## src/pkg/pesf_pkg.sv

```systemverilog
`default_nettype none
package pesf_pkg;
  // Bus geometry
  localparam int unsigned ADDR_W = 20;
  localparam int unsigned DATA_W = 32;
  // Register indices; byte address is four times the index
  localparam logic [ADDR_W-3:0] IDX_STATUS = 18'h0e503;
  localparam logic [ADDR_W-3:0] IDX_MASK   = 18'h0e504;
  localparam logic [ADDR_W-3:0] IDX_NOLOAD = 18'h0e505;
  localparam logic [ADDR_W-3:0] IDX_PHASE  = 18'h0e506;
  localparam logic [ADDR_W-3:0] IDX_SETUP  = 18'h0e507;
  // Event status bit positions
  localparam int unsigned NUM_FLAGS        = 18;
  localparam int unsigned BIT_TOTAL_NOLOAD = 0;
  localparam int unsigned BIT_FUND_NOLOAD  = 1;
  localparam int unsigned BIT_APP_NOLOAD   = 2;
  localparam int unsigned BIT_VOLT_TIMEOUT = 3;
  localparam int unsigned BIT_CURR_TIMEOUT = 6;
  localparam int unsigned BIT_VOLT_SEEN    = 9;
  localparam int unsigned BIT_CURR_SEEN    = 12;
  localparam int unsigned BIT_RESET_DONE   = 15;
  localparam int unsigned BIT_SAG          = 16;
  localparam int unsigned BIT_OVERCURRENT  = 17;
  // Phase field positions and the soft reset bit
  localparam int unsigned LSB_TOTAL_PHASE  = 0;
  localparam int unsigned LSB_FUND_PHASE   = 3;
  localparam int unsigned LSB_APP_PHASE    = 6;
  localparam int unsigned LSB_OC_PHASE     = 3;
  localparam int unsigned LSB_SAG_PHASE    = 12;
  localparam int unsigned BIT_SOFT_RESET   = 7;
  // Reset values
  localparam logic [NUM_FLAGS-1:0] STATUS_RESET = 18'h00000;
  localparam logic [NUM_FLAGS-1:0] MASK_RESET   = 18'h00000;
  localparam logic [8:0]           NOLOAD_RESET = 9'h000;
  localparam logic [2:0]           PHASE_RESET  = 3'h0;
  // Timing
  localparam int unsigned CLK_PERIOD_NS  = 100;
  localparam int unsigned RST_SETTLE_NS  = 1000;
  localparam int unsigned RST_SETTLE_CYC = (RST_SETTLE_NS + CLK_PERIOD_NS - 1) / CLK_PERIOD_NS;
  // Responses
  localparam logic [1:0] RESP_OKAY   = 2'b00;
  localparam logic [1:0] RESP_SLVERR = 2'b10;

  typedef enum logic [2:0] {
    PESF_SEL_NONE   = 3'b000,
    PESF_SEL_STATUS = 3'b001,
    PESF_SEL_MASK   = 3'b010,
    PESF_SEL_NOLOAD = 3'b011,
    PESF_SEL_PHASE  = 3'b100,
    PESF_SEL_SETUP  = 3'b101
  } pesf_sel_t;

  typedef enum logic [1:0] {
    NORMAL_POWER_MODE  = 2'b00,
    REDUCED_POWER_MODE = 2'b01,
    LOW_POWER_MODE     = 2'b10,
    SLEEP_MODE         = 2'b11
  } pesf_power_mode_t;

  function automatic pesf_sel_t pesf_decode(input logic [ADDR_W-1:0] addr);
    pesf_sel_t sel;
    sel = PESF_SEL_NONE;
    if (addr[1:0] == 2'b00) begin
      case (addr[ADDR_W-1:2])
        IDX_STATUS: sel = PESF_SEL_STATUS;
        IDX_MASK:   sel = PESF_SEL_MASK;
        IDX_NOLOAD: sel = PESF_SEL_NOLOAD;
        IDX_PHASE:  sel = PESF_SEL_PHASE;
        IDX_SETUP:  sel = PESF_SEL_SETUP;
        default:    sel = PESF_SEL_NONE;
      endcase
    end
    return sel;
  endfunction

  function automatic logic [DATA_W-1:0] pesf_strb_mask(input logic [3:0] strb);
    return {{8{strb[3]}}, {8{strb[2]}}, {8{strb[1]}}, {8{strb[0]}}};
  endfunction
endpackage
`default_nettype wire

```

## src/hdl/pesf_sticky.sv

```systemverilog
`timescale 1ns/1ps
`default_nettype none
module pesf_sticky #(
  parameter int unsigned WIDTH = pesf_pkg::NUM_FLAGS
) (
  // Clock and reset
  input  wire logic             aclk,
  input  wire logic             aresetn,
  // Control
  input  wire logic             init,
  input  wire logic [WIDTH-1:0] set,
  input  wire logic [WIDTH-1:0] clr,
  // Flags
  output logic      [WIDTH-1:0] flags
);
  import pesf_pkg::*;

  typedef struct packed {
    logic [WIDTH-1:0] flags;
  } pesf_sticky_t;

  pesf_sticky_t st;
  pesf_sticky_t next_st;

  // Set wins over a clear in the same cycle so no event is lost
  always_comb begin
    next_st = st;
    if (init) begin
      next_st.flags = WIDTH'(STATUS_RESET);
    end else begin
      next_st.flags = (st.flags & ~clr) | set;
    end
  end

  always_ff @(posedge aclk) begin
    if (!aresetn) begin
      st <= '0;
    end else begin
      st <= next_st;
    end
  end

  assign flags = st.flags;
endmodule
`default_nettype wire

```

## src/hdl/pesf_reset_seq.sv

```systemverilog
`timescale 1ns/1ps
`default_nettype none
module pesf_reset_seq #(
  parameter int unsigned SETTLE_CYC = pesf_pkg::RST_SETTLE_CYC
) (
  // Clock and reset
  input  wire logic                       aclk,
  input  wire logic                       aresetn,
  // Reset sources
  input  wire logic                       soft_reset_req,
  input  wire pesf_pkg::pesf_power_mode_t power_mode,
  // Sequencer state
  output logic                            busy,
  output logic                            done
);
  import pesf_pkg::*;

  localparam int unsigned CW = $clog2(SETTLE_CYC + 1);

  typedef enum logic [0:0] {
    SEQ_IDLE   = 1'b0,
    SEQ_SETTLE = 1'b1
  } pesf_seq_state_t;

  typedef struct packed {
    pesf_seq_state_t  state;
    logic [CW-1:0]    cnt;
    logic             done;
    pesf_power_mode_t prev_mode;
  } pesf_seq_t;

  pesf_seq_t st;
  pesf_seq_t next_st;

  always_comb begin
    next_st = st;
    next_st.done = 1'b0;
    next_st.prev_mode = power_mode;
    case (st.state)
      SEQ_IDLE: begin
        // Leaving any saving mode for normal mode restores defaults too
        if (soft_reset_req ||
            (st.prev_mode != NORMAL_POWER_MODE && power_mode == NORMAL_POWER_MODE)) begin
          next_st.state = SEQ_SETTLE;
          next_st.cnt = '0;
        end
      end
      SEQ_SETTLE: begin
        if (st.cnt == CW'(SETTLE_CYC - 1)) begin
          next_st.state = SEQ_IDLE;
          next_st.done = 1'b1;
        end else begin
          next_st.cnt = st.cnt + 1'b1;
        end
      end
      default: begin
        next_st.state = SEQ_IDLE;
      end
    endcase
  end

  always_ff @(posedge aclk) begin
    if (!aresetn) begin
      st <= '{state: SEQ_SETTLE, cnt: '0, done: 1'b0, prev_mode: NORMAL_POWER_MODE};
    end else begin
      st <= next_st;
    end
  end

  assign busy = (st.state == SEQ_SETTLE);
  assign done = st.done;
endmodule
`default_nettype wire

```

## src/hdl/pesf_event_status.sv

```systemverilog
// Chosen here: the AXI4-Lite interface to the registers.
`timescale 1ns/1ps
`default_nettype none
// Summary of operation
// Total-power no-load sets bit 0, phase bits 2:0
// Fundamental no-load sets bit 1, phase bits 5:3
// Apparent no-load sets bit 2, phase bits 8:6
// Missing voltage crossing sets bits 3 to 5
// Missing current crossing sets bits 6 to 8
// Voltage crossing seen sets bits 9 to 11
// Current crossing seen sets bits 12 to 14
// Any reset completion sets bit 15
// Reset-complete flag drives line low, unmaskable
// Sag sets bit 16, phases in bits 14:12
// Overcurrent sets bit 17, phases in bits 5:3
// Write one clears a flag; zero leaves it
module pesf_event_status #(
  parameter int unsigned SETTLE_CYC = pesf_pkg::RST_SETTLE_CYC
) (
  // Clock and reset
  input  wire logic                        aclk,
  input  wire logic                        aresetn,
  // AXI4-Lite write address
  input  wire logic [pesf_pkg::ADDR_W-1:0] s_axi_awaddr,
  input  wire logic                        s_axi_awvalid,
  output logic                             s_axi_awready,
  // AXI4-Lite write data
  input  wire logic [pesf_pkg::DATA_W-1:0] s_axi_wdata,
  input  wire logic [3:0]                  s_axi_wstrb,
  input  wire logic                        s_axi_wvalid,
  output logic                             s_axi_wready,
  // AXI4-Lite write response
  output logic      [1:0]                  s_axi_bresp,
  output logic                             s_axi_bvalid,
  input  wire logic                        s_axi_bready,
  // AXI4-Lite read address
  input  wire logic [pesf_pkg::ADDR_W-1:0] s_axi_araddr,
  input  wire logic                        s_axi_arvalid,
  output logic                             s_axi_arready,
  // AXI4-Lite read data
  output logic      [pesf_pkg::DATA_W-1:0] s_axi_rdata,
  output logic      [1:0]                  s_axi_rresp,
  output logic                             s_axi_rvalid,
  input  wire logic                        s_axi_rready,
  // No-load events
  input  wire logic                        total_noload_event,
  input  wire logic [2:0]                  total_noload_phase,
  input  wire logic                        fund_noload_event,
  input  wire logic [2:0]                  fund_noload_phase,
  input  wire logic                        apparent_noload_event,
  input  wire logic [2:0]                  apparent_noload_phase,
  // Zero crossing events, bit 0 is phase A
  input  wire logic [2:0]                  volt_crossing_timeout,
  input  wire logic [2:0]                  curr_crossing_timeout,
  input  wire logic [2:0]                  volt_crossing_seen,
  input  wire logic [2:0]                  curr_crossing_seen,
  // Sag and overcurrent events
  input  wire logic                        sag_event,
  input  wire logic [2:0]                  sag_phase,
  input  wire logic                        overcurrent_event,
  input  wire logic [2:0]                  overcurrent_phase,
  // Power mode
  input  wire pesf_pkg::pesf_power_mode_t  power_mode,
  // Interrupts
  output logic                             irq,
  output logic                             interrupt_line_one_n
);
  import pesf_pkg::*;

  typedef struct packed {
    logic                 aw_full;
    logic [ADDR_W-1:0]    aw_addr;
    logic                 w_full;
    logic [DATA_W-1:0]    w_data;
    logic [3:0]           w_strb;
    logic                 bvalid;
    logic [1:0]           bresp;
    logic                 rvalid;
    logic [1:0]           rresp;
    logic [DATA_W-1:0]    rdata;
    logic [NUM_FLAGS-1:0] mask;
    logic [8:0]           noload_phase;
    logic [2:0]           sag_phase;
    logic [2:0]           oc_phase;
  } pesf_regs_t;

  pesf_regs_t           st;
  pesf_regs_t           next_st;
  pesf_sel_t            wr_sel;
  pesf_sel_t            rd_sel;
  logic                 wr_go;
  logic [DATA_W-1:0]    wr_smask;
  logic [DATA_W-1:0]    wr_bits;
  logic [NUM_FLAGS-1:0] status;
  logic [NUM_FLAGS-1:0] status_set;
  logic [NUM_FLAGS-1:0] status_clr;
  logic [NUM_FLAGS-1:0] mask_view;
  logic [15:0]          phase_view;
  logic [DATA_W-1:0]    rd_word;
  logic                 soft_reset_req;
  logic                 seq_busy;
  logic                 seq_done;
  logic                 ev_live;

  // Write commits once address and data have both been taken
  assign wr_sel   = pesf_decode(st.aw_addr);
  assign rd_sel   = pesf_decode(s_axi_araddr);
  assign wr_go    = st.aw_full && st.w_full && !st.bvalid;
  assign wr_smask = pesf_strb_mask(st.w_strb);
  assign wr_bits  = st.w_data & wr_smask;

  // Events are dropped while defaults are being restored
  assign ev_live = !seq_busy;

  assign status_set[BIT_TOTAL_NOLOAD]    = ev_live && total_noload_event;
  assign status_set[BIT_FUND_NOLOAD]     = ev_live && fund_noload_event;
  assign status_set[BIT_APP_NOLOAD]      = ev_live && apparent_noload_event;
  assign status_set[BIT_VOLT_TIMEOUT+:3] = ev_live ? volt_crossing_timeout : 3'h0;
  assign status_set[BIT_CURR_TIMEOUT+:3] = ev_live ? curr_crossing_timeout : 3'h0;
  assign status_set[BIT_VOLT_SEEN+:3]    = ev_live ? volt_crossing_seen : 3'h0;
  assign status_set[BIT_CURR_SEEN+:3]    = ev_live ? curr_crossing_seen : 3'h0;
  assign status_set[BIT_RESET_DONE]      = seq_done;
  assign status_set[BIT_SAG]             = ev_live && sag_event;
  assign status_set[BIT_OVERCURRENT]     = ev_live && overcurrent_event;

  assign status_clr = (wr_go && wr_sel == PESF_SEL_STATUS) ? wr_bits[NUM_FLAGS-1:0] : '0;
  assign soft_reset_req = wr_go && wr_sel == PESF_SEL_SETUP && wr_bits[BIT_SOFT_RESET];

  pesf_sticky #(
    .WIDTH (NUM_FLAGS)
  ) u_sticky (
    .aclk    (aclk),
    .aresetn (aresetn),
    .init    (seq_busy),
    .set     (status_set),
    .clr     (status_clr),
    .flags   (status)
  );

  pesf_reset_seq #(
    .SETTLE_CYC (SETTLE_CYC)
  ) u_seq (
    .aclk           (aclk),
    .aresetn        (aresetn),
    .soft_reset_req (soft_reset_req),
    .power_mode     (power_mode),
    .busy           (seq_busy),
    .done           (seq_done)
  );

  // Reset-complete cannot be masked, so its mask bit reads one
  assign mask_view  = st.mask | (NUM_FLAGS'(1) << BIT_RESET_DONE);
  assign phase_view = (16'(st.sag_phase) << LSB_SAG_PHASE) | (16'(st.oc_phase) << LSB_OC_PHASE);

  always_comb begin
    case (rd_sel)
      PESF_SEL_STATUS: rd_word = DATA_W'(status);
      PESF_SEL_MASK:   rd_word = DATA_W'(mask_view);
      PESF_SEL_NOLOAD: rd_word = DATA_W'(st.noload_phase);
      PESF_SEL_PHASE:  rd_word = DATA_W'(phase_view);
      default:         rd_word = '0;
    endcase
  end

  always_comb begin
    next_st = st;
    // Bus channels
    if (s_axi_awvalid && s_axi_awready) begin
      next_st.aw_full = 1'b1;
      next_st.aw_addr = s_axi_awaddr;
    end
    if (s_axi_wvalid && s_axi_wready) begin
      next_st.w_full = 1'b1;
      next_st.w_data = s_axi_wdata;
      next_st.w_strb = s_axi_wstrb;
    end
    if (wr_go) begin
      next_st.aw_full = 1'b0;
      next_st.w_full  = 1'b0;
      next_st.bvalid  = 1'b1;
      next_st.bresp   = (wr_sel == PESF_SEL_NONE) ? RESP_SLVERR : RESP_OKAY;
    end else if (st.bvalid && s_axi_bready) begin
      next_st.bvalid = 1'b0;
    end
    if (s_axi_arvalid && s_axi_arready) begin
      next_st.rvalid = 1'b1;
      next_st.rdata  = rd_word;
      next_st.rresp  = (rd_sel == PESF_SEL_NONE) ? RESP_SLVERR : RESP_OKAY;
    end else if (st.rvalid && s_axi_rready) begin
      next_st.rvalid = 1'b0;
    end
    // Register contents
    if (seq_busy) begin
      next_st.mask         = MASK_RESET;
      next_st.noload_phase = NOLOAD_RESET;
      next_st.sag_phase    = PHASE_RESET;
      next_st.oc_phase     = PHASE_RESET;
    end else begin
      if (wr_go && wr_sel == PESF_SEL_MASK) begin
        next_st.mask = (st.mask & ~wr_smask[NUM_FLAGS-1:0]) | wr_bits[NUM_FLAGS-1:0];
      end
      // Each new event overwrites its phase field with the latest phases
      if (total_noload_event) begin
        next_st.noload_phase[LSB_TOTAL_PHASE+:3] = total_noload_phase;
      end
      if (fund_noload_event) begin
        next_st.noload_phase[LSB_FUND_PHASE+:3] = fund_noload_phase;
      end
      if (apparent_noload_event) begin
        next_st.noload_phase[LSB_APP_PHASE+:3] = apparent_noload_phase;
      end
      if (sag_event) begin
        next_st.sag_phase = sag_phase;
      end
      if (overcurrent_event) begin
        next_st.oc_phase = overcurrent_phase;
      end
    end
  end

  always_ff @(posedge aclk) begin
    if (!aresetn) begin
      st <= '0;
    end else begin
      st <= next_st;
    end
  end

  // One write and one read at a time keeps the slave free of queues
  assign s_axi_awready = !st.aw_full && !st.bvalid;
  assign s_axi_wready  = !st.w_full && !st.bvalid;
  assign s_axi_bvalid  = st.bvalid;
  assign s_axi_bresp   = st.bresp;
  assign s_axi_arready = !st.rvalid;
  assign s_axi_rvalid  = st.rvalid;
  assign s_axi_rdata   = st.rdata;
  assign s_axi_rresp   = st.rresp;

  assign irq = |(status & mask_view);
  assign interrupt_line_one_n = !irq;
endmodule
`default_nettype wire

```

## config.mk

```make
export PLATFORM = sky130hd
export DESIGN_NAME = pesf_event_status
export DESIGN_NICKNAME = d
export VERILOG_FILES = /design/src/pkg/pesf_pkg.sv /design/src/hdl/pesf_sticky.sv /design/src/hdl/pesf_reset_seq.sv /design/src/hdl/pesf_event_status.sv
export SDC_FILE = /design/constraint.sdc
export NUM_CORES = 1
export LEC_CHECK = 0
export BUFFER_PORTS_ARGS = -buffer_cell sky130_fd_sc_hd__buf_4
export CORE_ASPECT_RATIO = 1.2
export CORE_UTILIZATION = 45
export CTS_CLUSTER_SIZE = 40
export DETAILED_ROUTE_END_ITERATION = 10
export PLACE_DENSITY_LB_ADDON = 0.05
export SYNTH_ARGS = -nofsm -noshare
export SYNTH_HDL_FRONTEND = slang
export SYNTH_SLANG_ARGS = --single-unit
```

## constraint.sdc

```tcl
create_clock -name aclk -period 2.9 [get_ports aclk]
set_input_delay 0.29 -clock aclk [delete_from_list [all_inputs] [get_ports aclk]]
set_output_delay 0.29 -clock aclk [all_outputs]
set_load 0.005 [all_outputs]
```

* Yosys cells after proc, flatten, opt, wreduce, memory -nomap -nowiden
Index checks and enable logic that the tools add are counted.
Widths: inputs -> output; s select.
** Word-level totals
- Bits in registers :: 140
- Input bits :: 117
- Output and inout port bits :: 43
** Operators by class
- Add/sub/neg operators :: 1
- Equality and inequality tests :: 20
- Mux-type cells :: 21
- Bitwise gates (word level) :: 11
- Reduce and logical (&&, ||, !) cells :: 39
** Operator list (number)
- $eq 18x16->1 const B :: 10
- $and 18x18->18 :: 4
- $pmux 18 s4 :: 1
- $not 18->18 :: 2
- $or 18x18->18 :: 2
- $pmux 3 s5 :: 2
- $logic_and 1x1->1 :: 19
- $mux 18 :: 1
- $mux 3 :: 6
- $reduce_or 18->1 :: 1
- $or 15x6->15 :: 1
- $pmux 5 s2 :: 1
- $eq 3x2->1 const B :: 3
- $eq 3x1->1 const B :: 2
- $eq 3x3->1 const B :: 2
- $logic_not 1->1 :: 6
- $logic_not 2->1 :: 3
- $logic_not 3->1 :: 2
- $mux 1 :: 6
- $reduce_bool 2->1 :: 3
- $mux 5 :: 1
- $add 4x1->4 const B :: 1
- $eq 4x4->1 const B :: 1
- $mux 2 :: 2
- 7 further kinds :: 10

* Depth between registers and ports, before layout
Gate-level depths: netlist of the first run.
- Word-level depth :: 9
- Gate-level depth with buffers :: 8
- Depth with buffers taken out :: 6

* By module
From an unflattened synthesis of the first run, not the netlist that was laid out.
** Unflattened totals
- Cells, all modules :: 686
- Area total of the unflattened synthesis :: 5883.1 um^2
** Modules (own cells, without submodules)
- pesf_event_status :: instances 1, cells each 570, area each 4779.6 um^2
- pesf_sticky :: instances 1, cells each 75, area each 708.2 um^2
- pesf_reset_seq :: instances 1, cells each 41, area each 395.4 um^2

* Worst setup path after synthesis of the first run
No wires, ideal clock.
- Path type :: input-to-reg
- Start point :: in s_axi_araddr[3] (netlist bit)
- End point :: reg st (netlist bit s_axi_rdata[10])
- Setup time :: 0.067 ns
- Arrival :: 1.703 ns
- Setup slack :: 1.130 ns
- Cell stages on the path :: 8
- Path through :: buf_2 -> and3b_1 -> buf_4 -> o211ai_2 -> or4_4 -> buf_6 -> buf_12 -> o21ai_2
** Between the ends
- Cells in the longest elaborated chain, start to end :: 5
- Elaborated cells on any way between the ends :: 12
- Those cells by class :: 9 x eq/ne; 3 x mux
** RTL lines
- start, declared :: RTL line pesf_event_status.sv:37 : input wire logic [pesf_pkg::ADDR_W-1:0] s_axi_araddr,
- $eq 18x16->1 :: RTL line pesf_pkg.sv:64 : case (addr[ADDR_W-1:2])
- $pmux 3 s5 (*) :: RTL line pesf_pkg.sv:64
- $mux 3 (*) :: RTL line pesf_pkg.sv:63 : if (addr[1:0] == 2'b00) begin
- $eq 3x3->1, or another cell as far along :: RTL line pesf_event_status.sv:156 : case (rd_sel)
- $pmux 18 s4 (*) :: RTL line pesf_event_status.sv:156
- end signal, assigned :: RTL line pesf_event_status.sv:225 : st <= next_st;
- end, declared :: RTL line pesf_event_status.sv:87 : pesf_regs_t st;
Every way passes the cells marked *; elsewhere a longest branch is shown, timed or not.
A chain may end at the register's enable or synchronous reset.

* Worst setup path after layout of the first run
- Start point :: reg u_sticky.st (netlist bit u_sticky.flags[13])
- End point :: out interrupt_line_one_n
** Between the ends
- Cells in the longest elaborated chain, start to end :: 3
** RTL lines
- start, declared :: RTL line pesf_sticky.sv:22 : pesf_sticky_t st;
- start signal, assigned :: RTL line pesf_sticky.sv:39 : st <= next_st;
- $and 18x18->18 :: RTL line pesf_event_status.sv:239 : assign irq = |(status & mask_view);
- $reduce_or 18->1 :: RTL line pesf_event_status.sv:239
- $logic_not 1->1 :: RTL line pesf_event_status.sv:240 : assign interrupt_line_one_n = !irq;
- end, declared :: RTL line pesf_event_status.sv:66 : output logic interrupt_line_one_n
No other way between the ends.

==> impl_results.md, run 1 <==
- Status: completed
- CTS root buf: clkbuf_16
- Worst slew pin tran: between 0.7 and 0.8 ns
- EDFF count, synth: 0
- CP peak stage delay: around 0.33 ns
- Worst Hold Class: in -> reg
- Area growth syn-to-layout: 27.10%
- M3 GR Usage: under 10%
- Nets: 863
- Internal power: 3.526 mW
- Pre-CTS setup slack: about 0.94 ns
- Fraction of registers with async set/reset: 0%
- First-pass GRT wire length: about 22 mm
- Data arrival time of the critical path: 1.81 ns
- Relative slew slack: between 40% and 50%
- Worst setup EP type: output port
- Row Count: between 40 and 50
- Sink Count: ~120
- Post-synth top cells: dfxtp_1, nand2_1, o21ai_0, a21boi_0, buf_4
- Worst Skew: a little under 0.007 ns
- DR pass1 iterations: 6
- Worst skew pair latency: a little over 0.4 ns
- Slowest cell on crit path: dfxtp_1
- Vias per cell: about 5.2
- VDD IR max: around 0.33 mV
- Placed Area: around 6300 um2
- Die footprint: 12720 um2
- Die height: roughly 120 um
- Grt met2 use: 38.96%
- Vias in the first global route: roughly 4600
- Setup WS post-layout: ~0.8 ns
- DRT antenna net count: 0
- MaxCap Viol Count: 0
- Crit path cell chain: a22o_1, a221oi_1, and3_1, and4_1, buf_4
- Post_cts resized: 0
- YS warnings: 0
- Syn Std Cell Area: around 5500 um2
- PD cells: roughly 640 nW/um2
- Initial antenna violation count: 0
- GP Congestion: between 0.7 and 0.8
- CP Max Fanout: 3
- DRT Wirelength: 13.72 mm
- Fin area: about 7000 um2
- Setup TNS: 0 ns
- H-Tree Depth: 4
- Placeable core area: about 12000 um2
- Top FF cell, synth: dfxtp_1
- N_diodes: 0
- Syn Area/Cell: 8.521 um2
- Initial core utilization: between 40% and 50%
- Largest net degree at the start of global routing: 55
- RSZ-0062 raised after global routing: false
- Top-count cell post-synth: dfxtp_1
- Post-synth top area share: 44.60%
- Leakage: ~2.9 nW
- Hold buffer count at cts: 0
- Post-synthesis register bit count: roughly 120
- DR vias: roughly 4800
- Clock share of power: 52.6%
- Total CTS buffers: 17
- Unique masters post-synth: 50
- Final period utilization: 72.29%
- Met1 Track Usage GR: 27.04%
- Clk slew on worst S/H paths: approximately 0.050 ns
- Buf/Inv on CP: 1
- Fraction of layout cells with a size suffix above 1: around a quarter
- Sequential-to-total area share from yosys stat: 44.60%
- Most Crowded Layer GR: met2
- CP required: 2.61 ns
- Critical path's top delay family: compound AO/OA/AOI/OAI gates
- Worst-case clock buffer depth: 2
- Io pins: 160
- Syn Inst Count: about 650
- Buffers added on ports: approximately 130
- Die width: slightly above 100 um
- Final setup viols: 0
- CTS tree: yes
- Post-CTS setup buffers: 0
- DRC Markers: 0
- CP startpoint kind: flip-flop
- Comb power frac: roughly 7.5%
- Switching part of the total: a little over a fifth
- DR iter-0 viols: roughly 250
- Final hold violation count: 0
- Total power: 4.476 mW
- Crit Path Class: reg -> out
- Tmin final: 2.097 ns
- Reg power frac: about two fifths
- Ranking of synthesized cells by area: dfxtp_1, nand2_1, a21boi_0, buf_4, o21ai_0
- Grt ovf: 0
- F_max: around 480 MHz
- Wirelength per Cell: 15.01 um
- Dpl hpwl: 10.15 mm
- Fill count: ~1100
- Final max-slew violation count: 0
- Gr usage total: around 23%
- Cell taking the most area after synthesis: dfxtp_1
- Net Switching: around 950 uW
==> layer usage <==
metal / wire length, um / part of all wire [%] / vias up
met5: 0 / 0 / -
met4: 272 / 2.0 / 0
met3: 634 / 4.6 / 23
met2: 6910 / 50 / 146
met1: 5905 / 43 / 2206
li1: - / - / 2403
==> cells by family after synthesis <==
logic type,synth area share [%]
adders and majority gates,0.4531
xor gates and xnor gates,0.1587
muxes,3.807
buffers and inverters,9.653
AOI/OAI and AO/OA,21.48
DFF,44.60
and+or+nand+nor,19.78
other,0.06792
==> path summary, 6_finish.rpt <==
path	depth (start not counted)	start	to	slack, ns
max	5	u_sticky.flags[13]$_SDFF_PP0_	interrupt_line_one_n	0.80
min	2	power_mode[1]	u_seq.st[1]$_SDFF_PN0_	0.09
max reg2reg	4	st[127]$_SDFFE_PN0P_	flip-flop	1.00
min reg2reg	2	s_axi_rdata[2]$_SDFFE_PN0P_	s_axi_rdata[2]$_SDFFE_PN0P_	0.45
==> per-stage QoR <==
step | utilization [%] | instances | hold slack [ns]
floorplan | - | 663 | 0.4117
global placement | 53.88 | 882 | 0.4283
detailed placement | 53.88 | 882 | 0.4407
CTS | 59.56 | 914 | 0.07556
global route | 59.56 | 914 | 0.08064
finish | 59.56 | 914 | 0.09056
==> layout by cell type, fill, tap and decap left out, drive strengths merged, types with 3 or more instances in the layout <==
| cell type | instances |
|---|---|
| mux2i | 21 |
| nor3 | 8 |
| buf | 137 |
| a31oi | 18 |
| a21oi | 27 |
| a221oi | 3 |
| a222oi | 3 |
| dfxtp | 123 |
| nand2 | 110 |
| clkbuf | 21 |
| nor2 | 35 |
| o21ai | 56 |
| nand3 | 20 |
| bufinv | 5 |
| and3b | 3 |
| a22o | 11 |
| clkinv | 4 |
| a21boi | 43 |
| and2 | 7 |
| inv | 21 |
| and3 | 6 |
| nor2b | 7 |
| a22oi | 10 |
| nand2b | 3 |
| nor4bb | 6 |
| nand4 | 5 |
| nand4b | 5 |
| conb | 16 |
==> area by class of cell <==
class	instances	area (um2)	area share [%]
flip-flops and latches	123	2462	35.09
inverters	21	78.83	1.123
clock inverters	11	188.9	2.692
well taps	157	196.4	2.799
multi-input cells	444	2582	36.80
clock buffers	21	480.5	6.846
repair buffers	137	1028	14.66
==> power groups by stage <==
stage	logic (mW)	registers (mW)	clock network (mW)
finish	0.335	1.79	2.35
global route	0.377	1.79	2.46
CTS	0.340	1.79	2.38
detailed placement	0.338	1.82	0
global placement	0.329	1.82	0
floorplan	0.192	1.81	0
No activity file was read; power rests on OpenSTA's default activity.
==> inputs of run 2 (changes only) <==
==> constraint.sdc (replaced) <==
create_clock -name aclk -period 1.7 [get_ports aclk]
set_input_delay 0.17 -clock aclk [delete_from_list [all_inputs] [get_ports aclk]]
set_output_delay 0.17 -clock aclk [all_outputs]
set_load 0.005 [all_outputs]
==> run 2 against run 1 <==
Against the previous run: the run now ends with setup timing left; first-iteration DRC count is 10% lower; largest power group unchanged; sequential power up 70%; flip-flop and latch count did not move; critical path depth did not move; combinational power up 97%; core utilization rose by 3.2 points; hold slack worse by 0.082 ns; worst setup slack lost 0.93 ns; global-route usage grew 1.2 points; cell area is 5.3% higher.
==> impl_results.md, run 2 (same netlist as run 1, synthesis figures left out) <==
- Buffers added on ports: 128 (unchanged)
- Area of the multi-input gates: 2649 um2 (+2.6%)
- Crit path cell chain: a22o_1, a221oi_2, and3_1, and4_1, buf_4
- Fraction of layout cells with a size suffix above 1: 28.36% (+4.2 points)
- Area growth syn-to-layout: 33.83%
- Sink Count: 123 (unchanged)
- First-pass GRT wire length: 23.14 mm (+5.1%)
- Hold slack: 0.008863 ns (-0.08170 ns)
- Fill count: 1037 (-2.9%)
- Die footprint: 12720 um2 (unchanged)
- N_diodes: 0 (unchanged)
- Vias in the first global route: 4844 (+5.4%)
- Total power: 7.261 mW (+62%)
- DR pass1 iterations: 5 (-1)
- Initial core utilization: 46.86% (unchanged)
- Storage cell area: 2471 um2 (+0.36%)
- Hold-critical path depth: 3 (+1)
- Violated checks: setup timing
- Placeable core area: 11780 um2 (unchanged)
- CP startpoint kind: flip-flop
- Hold path start: total_noload_phase[0]
- DRT Wirelength: 14.48 mm (+5.5%)
- Placed Area: 6536 um2 (+3.0%)
- Crit Path Class: reg -> out
- Die width: 103.1 um (unchanged)
- Leakage: 3.057 nW (+6.7%)
- DR iter-0 viols: 221 (-10%)
- Worst skew pair latency: 0.41 ns (about the same)
- Dpl hpwl: 10.51 mm (+3.6%)
- MaxCap Viol Count: 0 (unchanged)
- GP Congestion: 0.8280 (+3.6%)
- PD cells: 982.6 nW/um2 (+54%)
- Reg-to-reg slack, setup: 0.11 ns (-0.89 ns)
- Worst reg2reg endpoint: u_seq.st[3]$_SDFFE_PN0P_
- Io pins: 160 (unchanged)
- Grt ovf: 0 (unchanged)
- Final setup viols: 2 (+2)
- Worst slew pin tran: 0.6641 ns (-0.1132 ns)
- F_max: 547.7 MHz
- Path depth of the worst reg2reg path: 6 (+2)
- Reg2Reg Launch Point: st[119]$_SDFFE_PN0P_
- Tmin final: around 1.8 ns
- Worst Skew: 0.006803 ns (+0.00005382 ns)
- Final hold violation count: 0 (unchanged)
- CTS root buf: clkbuf_16
- Nets: 904 (+4.8%)
- Gr usage total: 23.96% (+1.2 points)
- CP Max Fanout: 3 (unchanged)
- Largest net degree at the start of global routing: 44 (-20%)
- Row Count: 43 (unchanged)
- Worst setup EP type: output port
- Data arrival time of the critical path: 1.66 ns (-0.15 ns)
- Relative slew slack: 55.52% (+7.5 points)
- Final max-slew violation count: 0 (unchanged)
- Die height: 123.3 um (unchanged)
- Final period utilization: 107.4%
- Fin area: 7390 um2 (+5.3%)
- Initial antenna violation count: 0 (unchanged)
- Worst-case clock buffer depth: 2 (unchanged)
- Hold Path Sink: st[6]$_SDFFE_PP0P_
- Slowest cell on crit path: dfxtp_2
- Clk slew on worst S/H paths: 0.05 ns (about the same)
- DRT antenna net count: 0 (unchanged)
- CTS tree: yes
- Total CTS buffers: 17 (unchanged)
- CP required: 1.53 ns (-1.08 ns)
- DRC Markers: 0 (unchanged)
- RSZ-0062 raised after global routing: true
- DR vias: 4961 (+3.8%)
- CP peak stage delay: 0.33 ns (about the same)
- Vias per cell: 5.200 (-0.52%)
- Setup TNS: -0.2379 ns (-0.2379 ns)
- Highest-count cells in the layout ignoring fill and taps: buf_4, dfxtp_1, nand2_1, a21boi_0, o21ai_0
- VDD IR max: 0.4667 mV (+43%)
- Setup WS post-layout: -0.1259 ns (-0.9294 ns)
- H-Tree Depth: 4 (unchanged)
- Commonest non-fill, non-tap cell in the layout: buf_4
- Finished Core Util: 62.72% (+3.2 points)
- Status: finished with violations
- Worst Hold Class: in -> reg
- Wirelength per Cell: 15.18 um (+1.1%)
==> run 2: cell types whose count changed in the layout (fill, tap and decap cells not counted), sizes merged <==
| cell | delta |
|---|---|
| buf | +26 |
| bufinv | -3 |
| clkbuf | +3 |
| clkinvlp | -1 |
| dlygate4sd3 | +14 |
| or4 | +1 |
==> run 2: where the power goes <==
part,total [mW],internal [mW],switching [mW]
Sequential,3.05,2.98,0.0743
Combinational,0.661,0.356,0.305
Clock,3.55,2.33,1.22
==> run 2: worst max-delay path by stage <==
| stage | startpoint | slack (ns) | end |
|---|---|---|---|
| CTS | flip-flop | -0.14 | interrupt_line_one_n |
| finish | flip-flop | -0.13 | interrupt_line_one_n |
| global route | flip-flop | -0.24 | interrupt_line_one_n |
| detailed placement | s_axi_arvalid | -0.008 | s_axi_rdata[15]$_SDFFE_PN0P_ |
| floorplan | s_axi_araddr[3] | 0.05 | s_axi_rdata[10]$_SDFFE_PN0P_ |
| global placement | s_axi_arvalid | 0.03 | s_axi_rdata[15]$_SDFFE_PN0P_ |
==> run 2: what timing repair did <==
item,CTS,global route
setup endpoints to repair,9,52
resized for setup,10,16
gates cloned,0,1
buffers inserted,2,4
pin swaps,2,6
endpoints found under the hold margin,14,0
hold buffers,14,0
==> run 2: final cells by class <==
class	count	share of cell area [%]
Timing Repair Buffer	177	19.01
Clock buffer	24	6.790
Tap cell	157	2.658
Multi-Input combinational cell	445	35.84
Sequential cell	123	33.44
Inverter	21	1.067
Clock inverter	7	1.185
==> run 2: worst max-delay path, delay by kind of cell (launching register included) <==
kind,cells,cell delay (ns)
compound gates,2,0.42
simple gates,2,0.39
buf+inv,1,0.11
flops,1,0.33
==> run 2: per-layer routing <==
layer,vias up,track usage [%],wire length [um]
met1,2296,27.58,6007
met4,0,8.539,226
met3,23,5.540,740
li1,2491,-,-
met2,151,42.92,7509
met5,-,0,0
==> run 2: through the flow <==
stage / worst slack (ns) / cells
floorplan: 0.05001 / 663
global placement: 0.02852 / 902
detailed placement: -0.008365 / 902
CTS: -0.1379 / 949
global route: -0.2396 / 954
finish: -0.1259 / 954
